==> config.mk <==
export PLATFORM = sky130hd
export DESIGN_NAME = hall_six_step_commutator
export DESIGN_NICKNAME = d
export VERILOG_FILES = /design/src/rtl/bldc_pkg.sv /design/src/rtl/hall_six_step_commutator.sv
export SDC_FILE = /design/constraint.sdc
export NUM_CORES = 2
export LEC_CHECK = 0
export ABC_AREA = 1
export BUFFER_PORTS_ARGS = -buffer_cell sky130_fd_sc_hd__buf_2
export CAP_MARGIN = 20
export CORE_ASPECT_RATIO = 0.7
export CORE_MARGIN = 2
export CORE_UTILIZATION = 60
export CTS_CLUSTER_SIZE = 24
export DETAILED_ROUTE_END_ITERATION = 8
export PLACE_DENSITY = 0.84
export SYNTH_ARGS = -nofsm -noshare
export SYNTH_HDL_FRONTEND = slang
export SYNTH_SLANG_ARGS = --single-unit
export TNS_END_PERCENT = 30
==> constraint.sdc <==
create_clock -name clk_i -period 115.2 [get_ports clk_i]
set_input_delay 5.76 -clock clk_i [delete_from_list [all_inputs] [get_ports clk_i]]
set_output_delay 5.76 -clock clk_i [all_outputs]
set_load 0.03 [all_outputs]
==> src/rtl/bldc_pkg.sv <==
package bldc_pkg;

   // Clock and timing
   localparam int CLK_HZ           = 100_000_000;
   localparam int CLK_PERIOD_NS    = 10;
   localparam int PWM_FREQ_HZ      = 19_200;
   localparam int PWM_CYCLES       = CLK_HZ / PWM_FREQ_HZ;
   localparam int DEAD_TIME_NS     = 1_000;
   localparam int DEAD_CYCLES      = (DEAD_TIME_NS + CLK_PERIOD_NS - 1) / CLK_PERIOD_NS;
   localparam int TICK_MS          = 10;
   localparam int TICK_CYCLES      = (CLK_HZ / 1_000) * TICK_MS;
   localparam int PRECHARGE_US     = 1_000;
   localparam int PRECHARGE_CYCLES = (CLK_HZ / 1_000_000) * PRECHARGE_US;

   // Speed capture and speed loop
   localparam int          CAP_PRESCALE = 128;
   localparam logic [15:0] CAP_MODULO   = 16'hFFFF;
   localparam logic [31:0] SPEED_NUM    = 32'(60 * (CLK_HZ / CAP_PRESCALE));
   localparam logic [15:0] MIN_RPM      = 16'h01F3;
   localparam logic [15:0] RAMP_STEP    = 16'h0010;
   localparam int          PI_SHIFT     = 8;

   // Register byte offsets
   localparam logic [7:0] ADR_CTRL   = 8'h00;
   localparam logic [7:0] ADR_SPEED  = 8'h04;
   localparam logic [7:0] ADR_KP     = 8'h08;
   localparam logic [7:0] ADR_KI     = 8'h0C;
   localparam logic [7:0] ADR_STATUS = 8'h10;
   localparam logic [7:0] ADR_PERIOD = 8'h14;
   localparam logic [7:0] ADR_MEAS   = 8'h18;
   localparam logic [7:0] ADR_DUTY   = 8'h1C;

   // Control and status fields
   localparam int CTRL_EN_BIT    = 0;
   localparam int CTRL_DIR_BIT   = 1;
   localparam int CTRL_COMP_BIT  = 2;
   localparam int ST_OC_BIT      = 0;
   localparam int ST_ES_BIT      = 1;
   localparam int ST_STILL_BIT   = 2;
   localparam int ST_OCLIVE_BIT  = 3;
   localparam int ST_STATE_LSB   = 4;
   localparam int ST_HALL_LSB    = 8;

   localparam logic [2:0]  CTRL_RST  = 3'h4;
   localparam logic [15:0] KP_RST    = 16'h0100;
   localparam logic [15:0] KI_RST    = 16'h0010;

   // Per-phase drive codes
   localparam logic [1:0] DRV_NC  = 2'h0;
   localparam logic [1:0] DRV_POS = 2'h1;
   localparam logic [1:0] DRV_NEG = 2'h2;

   typedef enum logic [1:0] {
      ST_IDLE,
      ST_PRECHARGE,
      ST_RUN
   } mstate_t;

endpackage : bldc_pkg

==> src/rtl/hall_six_step_commutator.sv <==
`timescale 1ns/1ns

module hall_six_step_commutator #(
   parameter int PWM_PERIOD = bldc_pkg::PWM_CYCLES,
   parameter int TICK_LEN   = bldc_pkg::TICK_CYCLES,
   parameter int PRECHARGE  = bldc_pkg::PRECHARGE_CYCLES
) (
   input  wire logic        clk_i,
   input  wire logic        rst_i,
   input  wire logic        wb_cyc_i,
   input  wire logic        wb_stb_i,
   input  wire logic        wb_we_i,
   input  wire logic [7:0]  wb_adr_i,
   input  wire logic [31:0] wb_dat_i,
   input  wire logic [3:0]  wb_sel_i,
   output logic      [31:0] wb_dat_o,
   output logic             wb_ack_o,
   input  wire logic [2:0]  hall_i,
   input  wire logic        estop_input_i,
   input  wire logic        overcurrent_fault_input_i,
   output logic      [2:0]  gate_hi_o,
   output logic      [2:0]  gate_lo_o,
   output logic             overcurrent_level1_indicator_o
);

   typedef struct packed {
      logic [2:0]            hall_m;
      logic [2:0]            hall_s;
      logic [2:0]            hall_q;
      logic                  oc_m;
      logic                  oc_s;
      logic                  es_m;
      logic                  es_s;
      bldc_pkg::mstate_t     st;
      logic [2:0]            ctrl;
      logic [15:0]           speed_req;
      logic [15:0]           kp;
      logic [15:0]           ki;
      logic [15:0]           ramp;
      logic signed [35:0]    ui;
      logic [15:0]           duty;
      logic [15:0]           pwm_cnt;
      logic [19:0]           tick_cnt;
      logic [19:0]           pre_cnt;
      logic [6:0]            psc;
      logic [15:0]           cap_cnt;
      logic [15:0]           period;
      logic                  still;
      logic [5:0]            cmd;
      logic [2:0][6:0]       dt;
      logic [2:0][1:0]       req_last;
      logic [2:0]            gh;
      logic [2:0]            gl;
      logic                  oc_flag;
      logic                  es_flag;
      logic                  oc_ind;
      logic                  ack;
      logic [31:0]           rdat;
   } state_t;

   localparam state_t STATE_RST = '0;

   state_t r_r;
   state_t r_nxt;

   // Drive requests per phase, {top, bottom}
   logic [2:0][1:0]    req;
   logic               pwm_on;
   logic [15:0]        spd;
   logic [31:0]        quot;
   logic               start_ok;
   logic               hall_edge;
   logic               a_rise;
   logic               ptick;
   logic               ovf;
   logic               req_wr;
   logic signed [16:0] err;
   logic signed [33:0] p_term;
   logic signed [33:0] i_inc;
   logic signed [35:0] ui_new;
   logic signed [35:0] u_sum;

   function automatic logic [15:0] merge16(input logic [15:0] old, input logic [31:0] d, input logic [3:0] sel);
      logic [15:0] m;
      m = old;
      if (sel[0]) m[7:0] = d[7:0];
      if (sel[1]) m[15:8] = d[15:8];
      return m;
   endfunction : merge16

   // Hall code {A,B,C} to drive codes {A,B,C}
   function automatic logic [5:0] comm_map(input logic [2:0] h, input logic ccw);
      logic [5:0] m;
      m = '0;
      case (h)
         3'h3:    m = {bldc_pkg::DRV_NEG, bldc_pkg::DRV_POS, bldc_pkg::DRV_NC};
         3'h2:    m = {bldc_pkg::DRV_NC,  bldc_pkg::DRV_POS, bldc_pkg::DRV_NEG};
         3'h6:    m = {bldc_pkg::DRV_POS, bldc_pkg::DRV_NC,  bldc_pkg::DRV_NEG};
         3'h4:    m = {bldc_pkg::DRV_POS, bldc_pkg::DRV_NEG, bldc_pkg::DRV_NC};
         3'h5:    m = {bldc_pkg::DRV_NC,  bldc_pkg::DRV_NEG, bldc_pkg::DRV_POS};
         3'h1:    m = {bldc_pkg::DRV_NEG, bldc_pkg::DRV_NC,  bldc_pkg::DRV_POS};
         default: m = '0;
      endcase
      // Each valid entry has exactly one positive and one negative phase; codes 0 and 7 drive none
      if (ccw) begin
         for (int i = 0; i < 3; i++) begin
            if (m[2*i+:2] != bldc_pkg::DRV_NC) m[2*i+:2] = ~m[2*i+:2];
         end
      end
      return m;
   endfunction : comm_map

   assign pwm_on = r_r.pwm_cnt < r_r.duty;

   genvar gi;
   generate
      for (gi = 0; gi < 3; gi++) begin : g_phase
         logic [1:0] code;
         logic       comp;
         assign code = r_r.cmd[2*gi+:2];
         assign comp = r_r.ctrl[bldc_pkg::CTRL_COMP_BIT];
         always_comb begin
            req[gi] = 2'h0;
            if (r_r.st == bldc_pkg::ST_PRECHARGE) begin
               req[gi] = 2'h1;
            end else if (code == bldc_pkg::DRV_POS) begin
               req[gi] = {pwm_on, comp & ~pwm_on};
            end else if (code == bldc_pkg::DRV_NEG) begin
               req[gi] = comp ? {~pwm_on, pwm_on} : {1'b0, pwm_on};
            end
         end
      end
   endgenerate

   // Combinational divide traded for area; result settles well within a cycle at speed rates
   assign quot = (r_r.period == 16'h0000) ? 32'h0 : bldc_pkg::SPEED_NUM / {16'h0000, r_r.period};
   assign spd  = r_r.still ? 16'h0000 : ((quot > 32'h0000FFFF) ? 16'hFFFF : quot[15:0]);

   always_comb begin
      r_nxt     = r_r;
      hall_edge = r_r.hall_s != r_r.hall_q;
      a_rise    = r_r.hall_s[2] & ~r_r.hall_q[2];
      ptick     = 1'b0;
      ovf       = 1'b0;
      req_wr    = wb_cyc_i & wb_stb_i & wb_we_i & r_r.ack;
      start_ok  = r_r.ctrl[bldc_pkg::CTRL_EN_BIT] & (r_r.speed_req != 16'h0000) & ~r_r.es_s & ~r_r.oc_flag;
      err       = $signed({1'b0, r_r.ramp}) - $signed({1'b0, spd});
      p_term    = $signed({1'b0, r_r.kp}) * err;
      i_inc     = $signed({1'b0, r_r.ki}) * err;
      ui_new    = (spd < bldc_pkg::MIN_RPM) ? r_r.ui : r_r.ui + 36'(i_inc);
      u_sum     = (36'(p_term) + ui_new) >>> bldc_pkg::PI_SHIFT;

      // Synchronisers
      r_nxt.hall_m = hall_i;
      r_nxt.hall_s = r_r.hall_m;
      r_nxt.hall_q = r_r.hall_s;
      r_nxt.oc_m   = overcurrent_fault_input_i;
      r_nxt.oc_s   = r_r.oc_m;
      r_nxt.es_m   = estop_input_i;
      r_nxt.es_s   = r_r.es_m;
      r_nxt.oc_ind = r_r.oc_s;

      // Wishbone slave: ack one cycle after request, write commits at the acked edge
      r_nxt.ack = wb_cyc_i & wb_stb_i & ~r_r.ack;
      if (wb_cyc_i & wb_stb_i & ~r_r.ack) begin
         case (wb_adr_i)
            bldc_pkg::ADR_CTRL:   r_nxt.rdat = {29'h0, r_r.ctrl};
            bldc_pkg::ADR_SPEED:  r_nxt.rdat = {16'h0, r_r.speed_req};
            bldc_pkg::ADR_KP:     r_nxt.rdat = {16'h0, r_r.kp};
            bldc_pkg::ADR_KI:     r_nxt.rdat = {16'h0, r_r.ki};
            bldc_pkg::ADR_STATUS: r_nxt.rdat = {21'h0, r_r.hall_s, 2'h0, r_r.st, r_r.oc_s,
                                                r_r.still, r_r.es_flag, r_r.oc_flag};
            bldc_pkg::ADR_PERIOD: r_nxt.rdat = {16'h0, r_r.period};
            bldc_pkg::ADR_MEAS:   r_nxt.rdat = {16'h0, spd};
            bldc_pkg::ADR_DUTY:   r_nxt.rdat = {16'h0, r_r.duty};
            default:              r_nxt.rdat = 32'h0;
         endcase
      end
      if (req_wr) begin
         case (wb_adr_i)
            bldc_pkg::ADR_CTRL: begin
               if (wb_sel_i[0]) r_nxt.ctrl = wb_dat_i[2:0];
            end
            bldc_pkg::ADR_SPEED: r_nxt.speed_req = merge16(r_r.speed_req, wb_dat_i, wb_sel_i);
            bldc_pkg::ADR_KP:    r_nxt.kp = merge16(r_r.kp, wb_dat_i, wb_sel_i);
            bldc_pkg::ADR_KI:    r_nxt.ki = merge16(r_r.ki, wb_dat_i, wb_sel_i);
            bldc_pkg::ADR_STATUS: begin
               if (wb_sel_i[0] & wb_dat_i[bldc_pkg::ST_OC_BIT]) r_nxt.oc_flag = 1'b0;
               if (wb_sel_i[0] & wb_dat_i[bldc_pkg::ST_ES_BIT]) r_nxt.es_flag = 1'b0;
            end
            default: ;
         endcase
      end

      // Sticky fault flags; set placed after the clear so it wins
      if (r_r.oc_s) r_nxt.oc_flag = 1'b1;
      if (r_r.es_s) r_nxt.es_flag = 1'b1;

      // PWM carrier, one counter shared by the paired channels
      r_nxt.pwm_cnt = (r_r.pwm_cnt >= 16'(PWM_PERIOD - 1)) ? 16'h0000 : r_r.pwm_cnt + 16'h0001;

      // Speed capture on Hall A rising edge
      if (r_r.psc == 7'(bldc_pkg::CAP_PRESCALE - 1)) begin
         r_nxt.psc = 7'h00;
         ptick     = 1'b1;
      end else begin
         r_nxt.psc = r_r.psc + 7'h01;
      end
      if (a_rise) begin
         r_nxt.period  = r_r.cap_cnt;
         r_nxt.cap_cnt = 16'h0000;
         r_nxt.still   = 1'b0;
      end else if (ptick) begin
         if (r_r.cap_cnt == bldc_pkg::CAP_MODULO) begin
            r_nxt.cap_cnt = 16'h0000;
            r_nxt.still   = 1'b1;
            ovf           = 1'b1;
            r_nxt.period  = 16'h0000;
         end else begin
            r_nxt.cap_cnt = r_r.cap_cnt + 16'h0001;
         end
      end

      case (r_r.st)
         bldc_pkg::ST_IDLE: begin
            r_nxt.cmd      = '0;
            r_nxt.duty     = 16'h0000;
            r_nxt.tick_cnt = 20'h00000;
            r_nxt.ramp     = 16'h0000;
            r_nxt.ui       = '0;
            r_nxt.pre_cnt  = 20'h00000;
            if (start_ok) r_nxt.st = bldc_pkg::ST_PRECHARGE;
         end
         bldc_pkg::ST_PRECHARGE: begin
            r_nxt.pre_cnt = r_r.pre_cnt + 20'h00001;
            if (!start_ok) begin
               r_nxt.st = bldc_pkg::ST_IDLE;
            end else if (r_r.pre_cnt == 20'(PRECHARGE - 1)) begin
               r_nxt.st  = bldc_pkg::ST_RUN;
               r_nxt.cmd = comm_map(r_r.hall_s, r_r.ctrl[bldc_pkg::CTRL_DIR_BIT]);
            end
         end
         bldc_pkg::ST_RUN: begin
            if (!start_ok) begin
               r_nxt.st   = bldc_pkg::ST_IDLE;
               r_nxt.cmd  = '0;
               r_nxt.duty = 16'h0000;
            end else begin
               if (hall_edge) begin
                  r_nxt.cmd = comm_map(r_r.hall_s, r_r.ctrl[bldc_pkg::CTRL_DIR_BIT]);
               end
               if (r_r.tick_cnt == 20'(TICK_LEN - 1)) begin
                  r_nxt.tick_cnt = 20'h00000;
                  if (r_r.ramp < r_r.speed_req) begin
                     r_nxt.ramp = (r_r.speed_req - r_r.ramp > bldc_pkg::RAMP_STEP) ?
                                  r_r.ramp + bldc_pkg::RAMP_STEP : r_r.speed_req;
                  end else begin
                     r_nxt.ramp = (r_r.ramp - r_r.speed_req > bldc_pkg::RAMP_STEP) ?
                                  r_r.ramp - bldc_pkg::RAMP_STEP : r_r.speed_req;
                  end
                  r_nxt.ui = ui_new;
                  if (u_sum < 36'sd0) begin
                     r_nxt.duty = 16'h0000;
                  end else if (u_sum > 36'(PWM_PERIOD)) begin
                     r_nxt.duty = 16'(PWM_PERIOD);
                  end else begin
                     r_nxt.duty = u_sum[15:0];
                  end
               end else begin
                  r_nxt.tick_cnt = r_r.tick_cnt + 20'h00001;
               end
            end
         end
         default: r_nxt.st = bldc_pkg::ST_IDLE;
      endcase

      // Overflow restarts ramp and integrator once; holding them at zero would never let a stopped motor start
      if (ovf) begin
         r_nxt.ramp = 16'h0000;
         r_nxt.ui   = '0;
      end

      // Dead time: any change of a phase request blanks both switches first
      for (int i = 0; i < 3; i++) begin
         r_nxt.req_last[i] = req[i];
         if (req[i] != r_r.req_last[i]) begin
            r_nxt.dt[i] = 7'(bldc_pkg::DEAD_CYCLES);
            r_nxt.gh[i] = 1'b0;
            r_nxt.gl[i] = 1'b0;
         end else if (r_r.dt[i] != 7'h00) begin
            r_nxt.dt[i] = r_r.dt[i] - 7'h01;
            r_nxt.gh[i] = 1'b0;
            r_nxt.gl[i] = 1'b0;
         end else begin
            r_nxt.gh[i] = req[i][1];
            r_nxt.gl[i] = req[i][0];
         end
      end
   end

   always_ff @(posedge clk_i) begin
      if (rst_i) begin
         r_r           <= STATE_RST;
         r_r.ctrl      <= bldc_pkg::CTRL_RST;
         r_r.kp        <= bldc_pkg::KP_RST;
         r_r.ki        <= bldc_pkg::KI_RST;
         r_r.still     <= 1'b1;
      end else begin
         r_r <= r_nxt;
      end
   end

   assign wb_dat_o                       = r_r.rdat;
   assign wb_ack_o                       = r_r.ack;
   assign gate_hi_o                      = r_r.gh;
   assign gate_lo_o                      = r_r.gl;
   assign overcurrent_level1_indicator_o = r_r.oc_ind;

endmodule : hall_six_step_commutator

# Word level (Yosys, flattened, before mapping)
# Index checks and enable logic that the tools add are counted.
[classes] n_addsub=15 n_mul=2 div=1 magnitude_cmp=9 n_eq_ne=38 shift=0 muxes=73 n_bitwise=22 n_reduce_logical=52
[ops] op="2-to-1 mux 16 bit" n=9
[ops] op="one-hot mux 68 bit (2 select lines)" n=1
[ops] op="one-hot mux 16 bit (8 select lines)" n=1
[ops] op="one-hot mux 20 bit (2 select lines)" n=2
[ops] op="2-to-1 mux 6 bit" n=12
[ops] op="multiplier 17 x 17 -> 34 bit" n=2
[ops] op="2-to-1 mux 68 bit" n=1
[ops] op="2-to-1 mux 52 bit" n=1
[ops] op="2-to-1 mux 17 bit" n=3
[ops] op="2-to-1 mux 2 bit" n=22
[ops] op="2-to-1 mux 7 bit" n=6
[ops] op="adder 20 x 1 -> 20 bit (second input constant)" n=2
[ops] op="2-to-1 mux 20 bit" n=2
[ops] op="nonzero test 2 bit" n=19
[ops] op="adder 34 x 36 -> 36 bit" n=1
[ops] op="adder 36 x 34 -> 36 bit" n=1
[ops] op="2-to-1 mux 36 bit" n=1
[ops] op="one-hot mux 6 bit (6 select lines)" n=1
[ops] op="AND reduction 3 bit" n=11
[ops] op="adder 16 x 1 -> 16 bit (second input constant)" n=2
[ops] op="divider 26 x 16 -> 32 bit (first input constant)" n=1
[ops] op="equality test 8 x 5 -> 1 bit (second input constant)" n=4
[ops] op="> comparator 16 x 5 -> 1 bit (second input constant)" n=2
[ops] op="> comparator 32 x 16 -> 1 bit (second input constant)" n=1
[ops] op="45 further kinds" n=104
[totals] ff_bits=305 latchBits=0 ramBits=0 rom_bits=0 input_bits=54 output_inout_bits=40 memories=0

# Logic depth before layout (Yosys ltp)
[depth] depth_word=16 ltp_mapped=604 depth_no_buf=563

# Worst setup path before layout
# No wires, ideal clock.
[synth_path] path_type="register to register" startpoint="register r_r[76] (netlist bit)" endpoint="register r_r[174] (netlist bit)" setup_ps=71 arrival_ps=80940 required_ps=115129 setup_slack_ps=34189 stages_incl_launch_ff=579 n_path_buf=49 period_less_slack_ps=81011 cell_sequence="dfxtp_1 -> inv_2 -> buf_2 -> clkbuf_1 -> buf_1 -> ha_1 -> buf_4 -> nand2_1 -> nor2_1 -> nand3_2 -> nor2_1 -> ha_1 -> a21oi_1 -> inv_1 -> nand3_1 -> nand2_1 -> ha_1 -> inv_1 -> [543 not listed] -> a21oi_1 -> inv_1 -> a21oi_1 -> inv_1 -> a21oi_1 -> o21ai_0 -> inv_1 -> o21ai_0 -> inv_1 -> o21ai_0 -> xor2_1 -> xor2_1 -> or2_2 -> nand2_1 -> nor3_1 -> clkbuf_1 -> o21ai_0 -> a21oi_1"
[synth_between] elab_chain_cells=16 elab_cells_between_ends=20
[synth_rtl] item="from (decl)" line="hall_six_step_commutator.sv:63" source="state_t r_r;"
[synth_rtl] item="from (signal assigned)" line="hall_six_step_commutator.sv:309" source="r_r <= r_nxt;"
[synth_rtl] item="divider 26 x 16 -> 32 bit / logical NOT 16 bit (equally long branches)" line="hall_six_step_commutator.sv:136" source="assign quot = (r_r.period == 16'h0000) ? 32'h0 : bldc_pkg::SPEED_NUM / {16'h0000, r_r.period};"
[synth_rtl] item="2-to-1 mux 32 bit *" line="hall_six_step_commutator.sv:136"
[synth_rtl] item="> comparator 32 x 16 -> 1 bit" line="hall_six_step_commutator.sv:137" source="assign spd = r_r.still ? 16'h0000 : ((quot > 32'h0000FFFF) ? 16'hFFFF : quot[15:0]);"
[synth_rtl] item="2-to-1 mux 16 bit * (2 in a row)" line="hall_six_step_commutator.sv:137"
[synth_rtl] item="subtractor 16 x 16 -> 17 bit" line="hall_six_step_commutator.sv:147" source="err = $signed({1'b0, r_r.ramp}) - $signed({1'b0, spd});"
[synth_rtl] item="multiplier 17 x 17 -> 34 bit" line="hall_six_step_commutator.sv:149" source="i_inc = $signed({1'b0, r_r.ki}) * err;"
[synth_rtl] item="adder 36 x 34 -> 36 bit" line="hall_six_step_commutator.sv:150" source="ui_new = (spd < bldc_pkg::MIN_RPM) ? r_r.ui : r_r.ui + 36'(i_inc);"
[synth_rtl] item="2-to-1 mux 36 bit" line="hall_six_step_commutator.sv:150"
[synth_rtl] item="adder 34 x 36 -> 36 bit *" line="hall_six_step_commutator.sv:151" source="u_sum = (36'(p_term) + ui_new) >>> bldc_pkg::PI_SHIFT;"
[synth_rtl] item="> comparator 28 x 14 -> 1 bit" line="hall_six_step_commutator.sv:264" source="end else if (u_sum > 36'(PWM_PERIOD)) begin"
[synth_rtl] item="2-to-1 mux 16 bit" line="hall_six_step_commutator.sv:264"
[synth_rtl] item="2-to-1 mux 16 bit *" line="hall_six_step_commutator.sv:262" source="if (u_sum < 36'sd0) begin"
[synth_rtl] item="2-to-1 mux 68 bit *" line="hall_six_step_commutator.sv:252" source="if (r_r.tick_cnt == 20'(TICK_LEN - 1)) begin"
[synth_rtl] item="2-to-1 mux 16 bit *" line="hall_six_step_commutator.sv:244" source="if (!start_ok) begin"
[synth_rtl] item="one-hot mux 68 bit (2 select lines) *" line="hall_six_step_commutator.sv:224" source="case (r_r.st)"
# Every way passes the cells marked *; elsewhere a longest branch is shown, timed or not. The select of a mux whose other input is x is not followed.
# A chain may end at the register's enable or synchronous reset.

# Worst setup path in the final report
[layout_path] startpoint="register r_r[76] (netlist bit)" endpoint="register r_r[183] (netlist bit)"
# The elaborated chain is that of the path after synthesis.

==> results.cfg <==
[sta]
slew_viol_final = 0
period_share_pct = 82.92
fmax_mhz = 10.47
setup-violations-final = 0
min_period_ps = 95530
setup_slack_ps = 19670
hold_viol_final = 0
finalSetupTns_ps = 0
worst_pin_slew_ps = 1167
slew_headroom_pct = 21.40
rsz0062_at_grt = false
worst_hold_slack_ps = 410.3
clock_skew_ps = 24.30

[final_layout]
finalCoreUtilization_pct = 63.01
stdcell_count = 9963
drive_above_1_share_pct = 7.479
areaGrowthSynthToFinish_pct = 3.564
finish.instance_area_um2 = 61980
fillerInstances = 8590
nNetsFinal = 9846

[yosys]
synth_edf_count = 0
async_flop_share_pct = 0
ys_types = 87
synth-main-ff-cell = dfxtp_1
synth_top_cells_by_area = fa_1 16%, ha_1 14%, nand2_1 11%
ys_ff_latch = 289
synth.top_cell.area_share_pct = 16.29
yosys_warnings = 0
avgSynthCellArea_um2 = 6.868
synthTopCellsByCount = 1,751 x nand2_1, 1,505 x inv_1, 693 x ha_1
yosys.area.top_type = fa_1
netlist_area_um2 = 59850
post-synth-top-count-cell = nand2_1
synth.yosys.seq_area_share_pct = 9.667
synthCells = 8714

[drt]
routedWlPerCell_um = 17.44
wl_mm = 173.8
drcViolationCount = 0
firstDrtPassIters = 7
drtIter0Drc = 5929
drtAntennaViolNets = 0
vias = 57900
viasPerCell = 5.812

[clock_tree]
clkSinkCount = 289
hold_buffers = 0
clkLatencyLatePin_ps = 590
cts_tree = done
ctsResizeCount = 0
cts-root-buf = clkbuf_16
postCtsSetupBuffers = 0
clk_pin_slew_worst_paths_ps = 60
cts_buffer_depth = 3
htree_levels = 2
cts_buffers = 36

[floorplanning]
core-area_um2 = 98370
die_area_um2 = 102300
start_util_pct = 60.84
placementRows = 96
io_pins = 94
die_width_um = 381.5
die_h_um = 268.2

[power]
p_leak_nw = 30.31
pwr-share-seq_pct = 38.3
internal_power_uw = 187.3
power_uw = 279.9
combPwrFrac_pct = 19.4
swShare_pct = 33.07
switchingPower_uw = 92.55
vdd_drop_max_v = 0.00001199
p_per_area_nw_per_um2 = 4.516
pwr-share-clk_pct = 42.4

[placement]
port_buffers = 59
gp_congestion = 0.9869
hpwl_mm = 137.2
placedInstanceArea_um2 = 60760
dp_cells = 9892
place_ws_ps = 21180

[worst_hold_path]
hold_class = flop to flop

[setup_path]
cpMostUsedCell = nand2_1
reg2reg_depth = 538
endpoint_kind = flop
crit_start = r_r[76]$_SDFFE_PP0P_
critical_path_class = flop to flop
regToRegStartpoint = r_r[76]$_SDFFE_PP0P_
cp-endpoint = r_r[183]$_SDFFE_PP0P_
start_kind = flop
cpPeakStageDelay_ps = 1030
r2r_end = r_r[183]$_SDFFE_PP0P_
cp.required_ps = 115650
r2r_slack_ps = 19670
arrival_ps = 95980
crit_fanout = 32
crit_slowest_cell = clkinv_1

[grt]
gr-total-overflow = 0
grt_usage_pct = 33.65
first_global_vias = 55100
antenna_found_initial = 7
grt_start_max_net_pins = 76
grt_pass1_wl_mm = 281.9

[outcome]
status = complete, no violations

[job]
drv_cap = 0
[registers in the layout, indices dropped and copies added (netlist names)]
register,flops
g_phase.comp,1
overcurrent_level1_indicator_o,1
gate_hi_o,3
wb_dat_o,16
r_r,249
r_nxt,9
g_phase.code,6
wb_ack_o,1
gate_lo_o,3
[critical path: cells and delay by family (launching register included)]
| family | cells | cell delay (ps) |
|---|---|---|
| flip-flops | 1 | 450 |
| buffers and inverters | 80 | 12650 |
| adder cells (fa/ha/maj) | 47 | 17560 |
| AO/OA/AOI/OAI | 196 | 36370 |
| XOR/XNOR | 2 | 330 |
| AND/OR/NAND/NOR | 213 | 27770 |
[power by group through the flow]
stage	logic (mW)	clock network [mW]	registers, mW
2_1_floorplan	0.0431	0	0.108
3_3_place_gp	0.0512	0	0.109
3_5_place_dp	0.0529	0	0.109
4_1_cts	0.0534	0.119	0.107
5_1_grt	0.0607	0.122	0.108
6_report	0.0542	0.119	0.107
[routing by layer]
metal	vias to the layer above	GRT usage, %	part of all wire, %
met5	-	0	0.014
met4	4	12.12	4.1
met3	455	7.785	12
met2	2811	51.50	41
met1	26920	46.45	43
li1	27720	-	-
[logic make-up (layout without fill, tap and decap cells)]
| group | after synthesis | count (layout) | synth area share [%] |
|---|---|---|---|
| buffers and inverters | 1871 | 1776 | 12.64 |
| AND/OR/NAND/NOR | 3347 | 3347 | 25.68 |
| flip-flops | 289 | 289 | 9.667 |
| multiplexers | 3 | 3 | 0.05017 |
| adder cells (fa/ha/maj) | 1180 | 1180 | 30.78 |
| XOR/XNOR | 415 | 415 | 6.073 |
| other | 1 | 22 | 0.006266 |
| AO/OA/AOI/OAI | 1608 | 1608 | 15.11 |
[worst min-delay path by stage]
stage | from | to | slack [ps] | depth (start not counted)
finish | r_nxt[300]$_SDFF_PP0_ | r_nxt[297]$_SDFF_PP0_ | 410 | 2
CTS | r_nxt[300]$_SDFF_PP0_ | r_nxt[297]$_SDFF_PP0_ | 410 | 2
detailed placement | r_nxt[300]$_SDFF_PP0_ | r_nxt[297]$_SDFF_PP0_ | 400 | 2
floorplan | r_nxt[299]$_SDFF_PP0_ | r_nxt[296]$_SDFF_PP0_ | 390 | 2
global route | r_nxt[299]$_SDFF_PP0_ | r_nxt[296]$_SDFF_PP0_ | 430 | 2
global placement | r_nxt[292]$_SDFF_PP0_ | r_r[292]$_SDFF_PP0_ | 400 | 2
[layout by cell type (no fill, tap or decap), drive strengths merged, types with 59 or more instances in the layout]
master  Yosys  final
fa        487    487
nor3       97     97
inv      1563   1570
nor2      682    682
nand2    1913   1913
or2        69     69
buf        89    114
xor2      257    257
ha        693    693
nand3     423    423
o21bai     59     59
xnor2     158    158
o21ai     613    613
a21oi     661    661
o22ai      61     61
nand4      89     89
dfxtp     289    289
[final cells by class]
type	instances	area, µm²	area share, %
timing repair buffer	115	718.2	1.159
inverter	1598	6036	9.738
sequential	289	5787	9.336
antenna	3	7.507	0.01211
clock inverter	19	209.0	0.3371
clock buffer	44	970.9	1.566
multi-input combinational	6572	46600	75.18
tap	1323	1655	2.671
(Power assumes the default switching activity.)
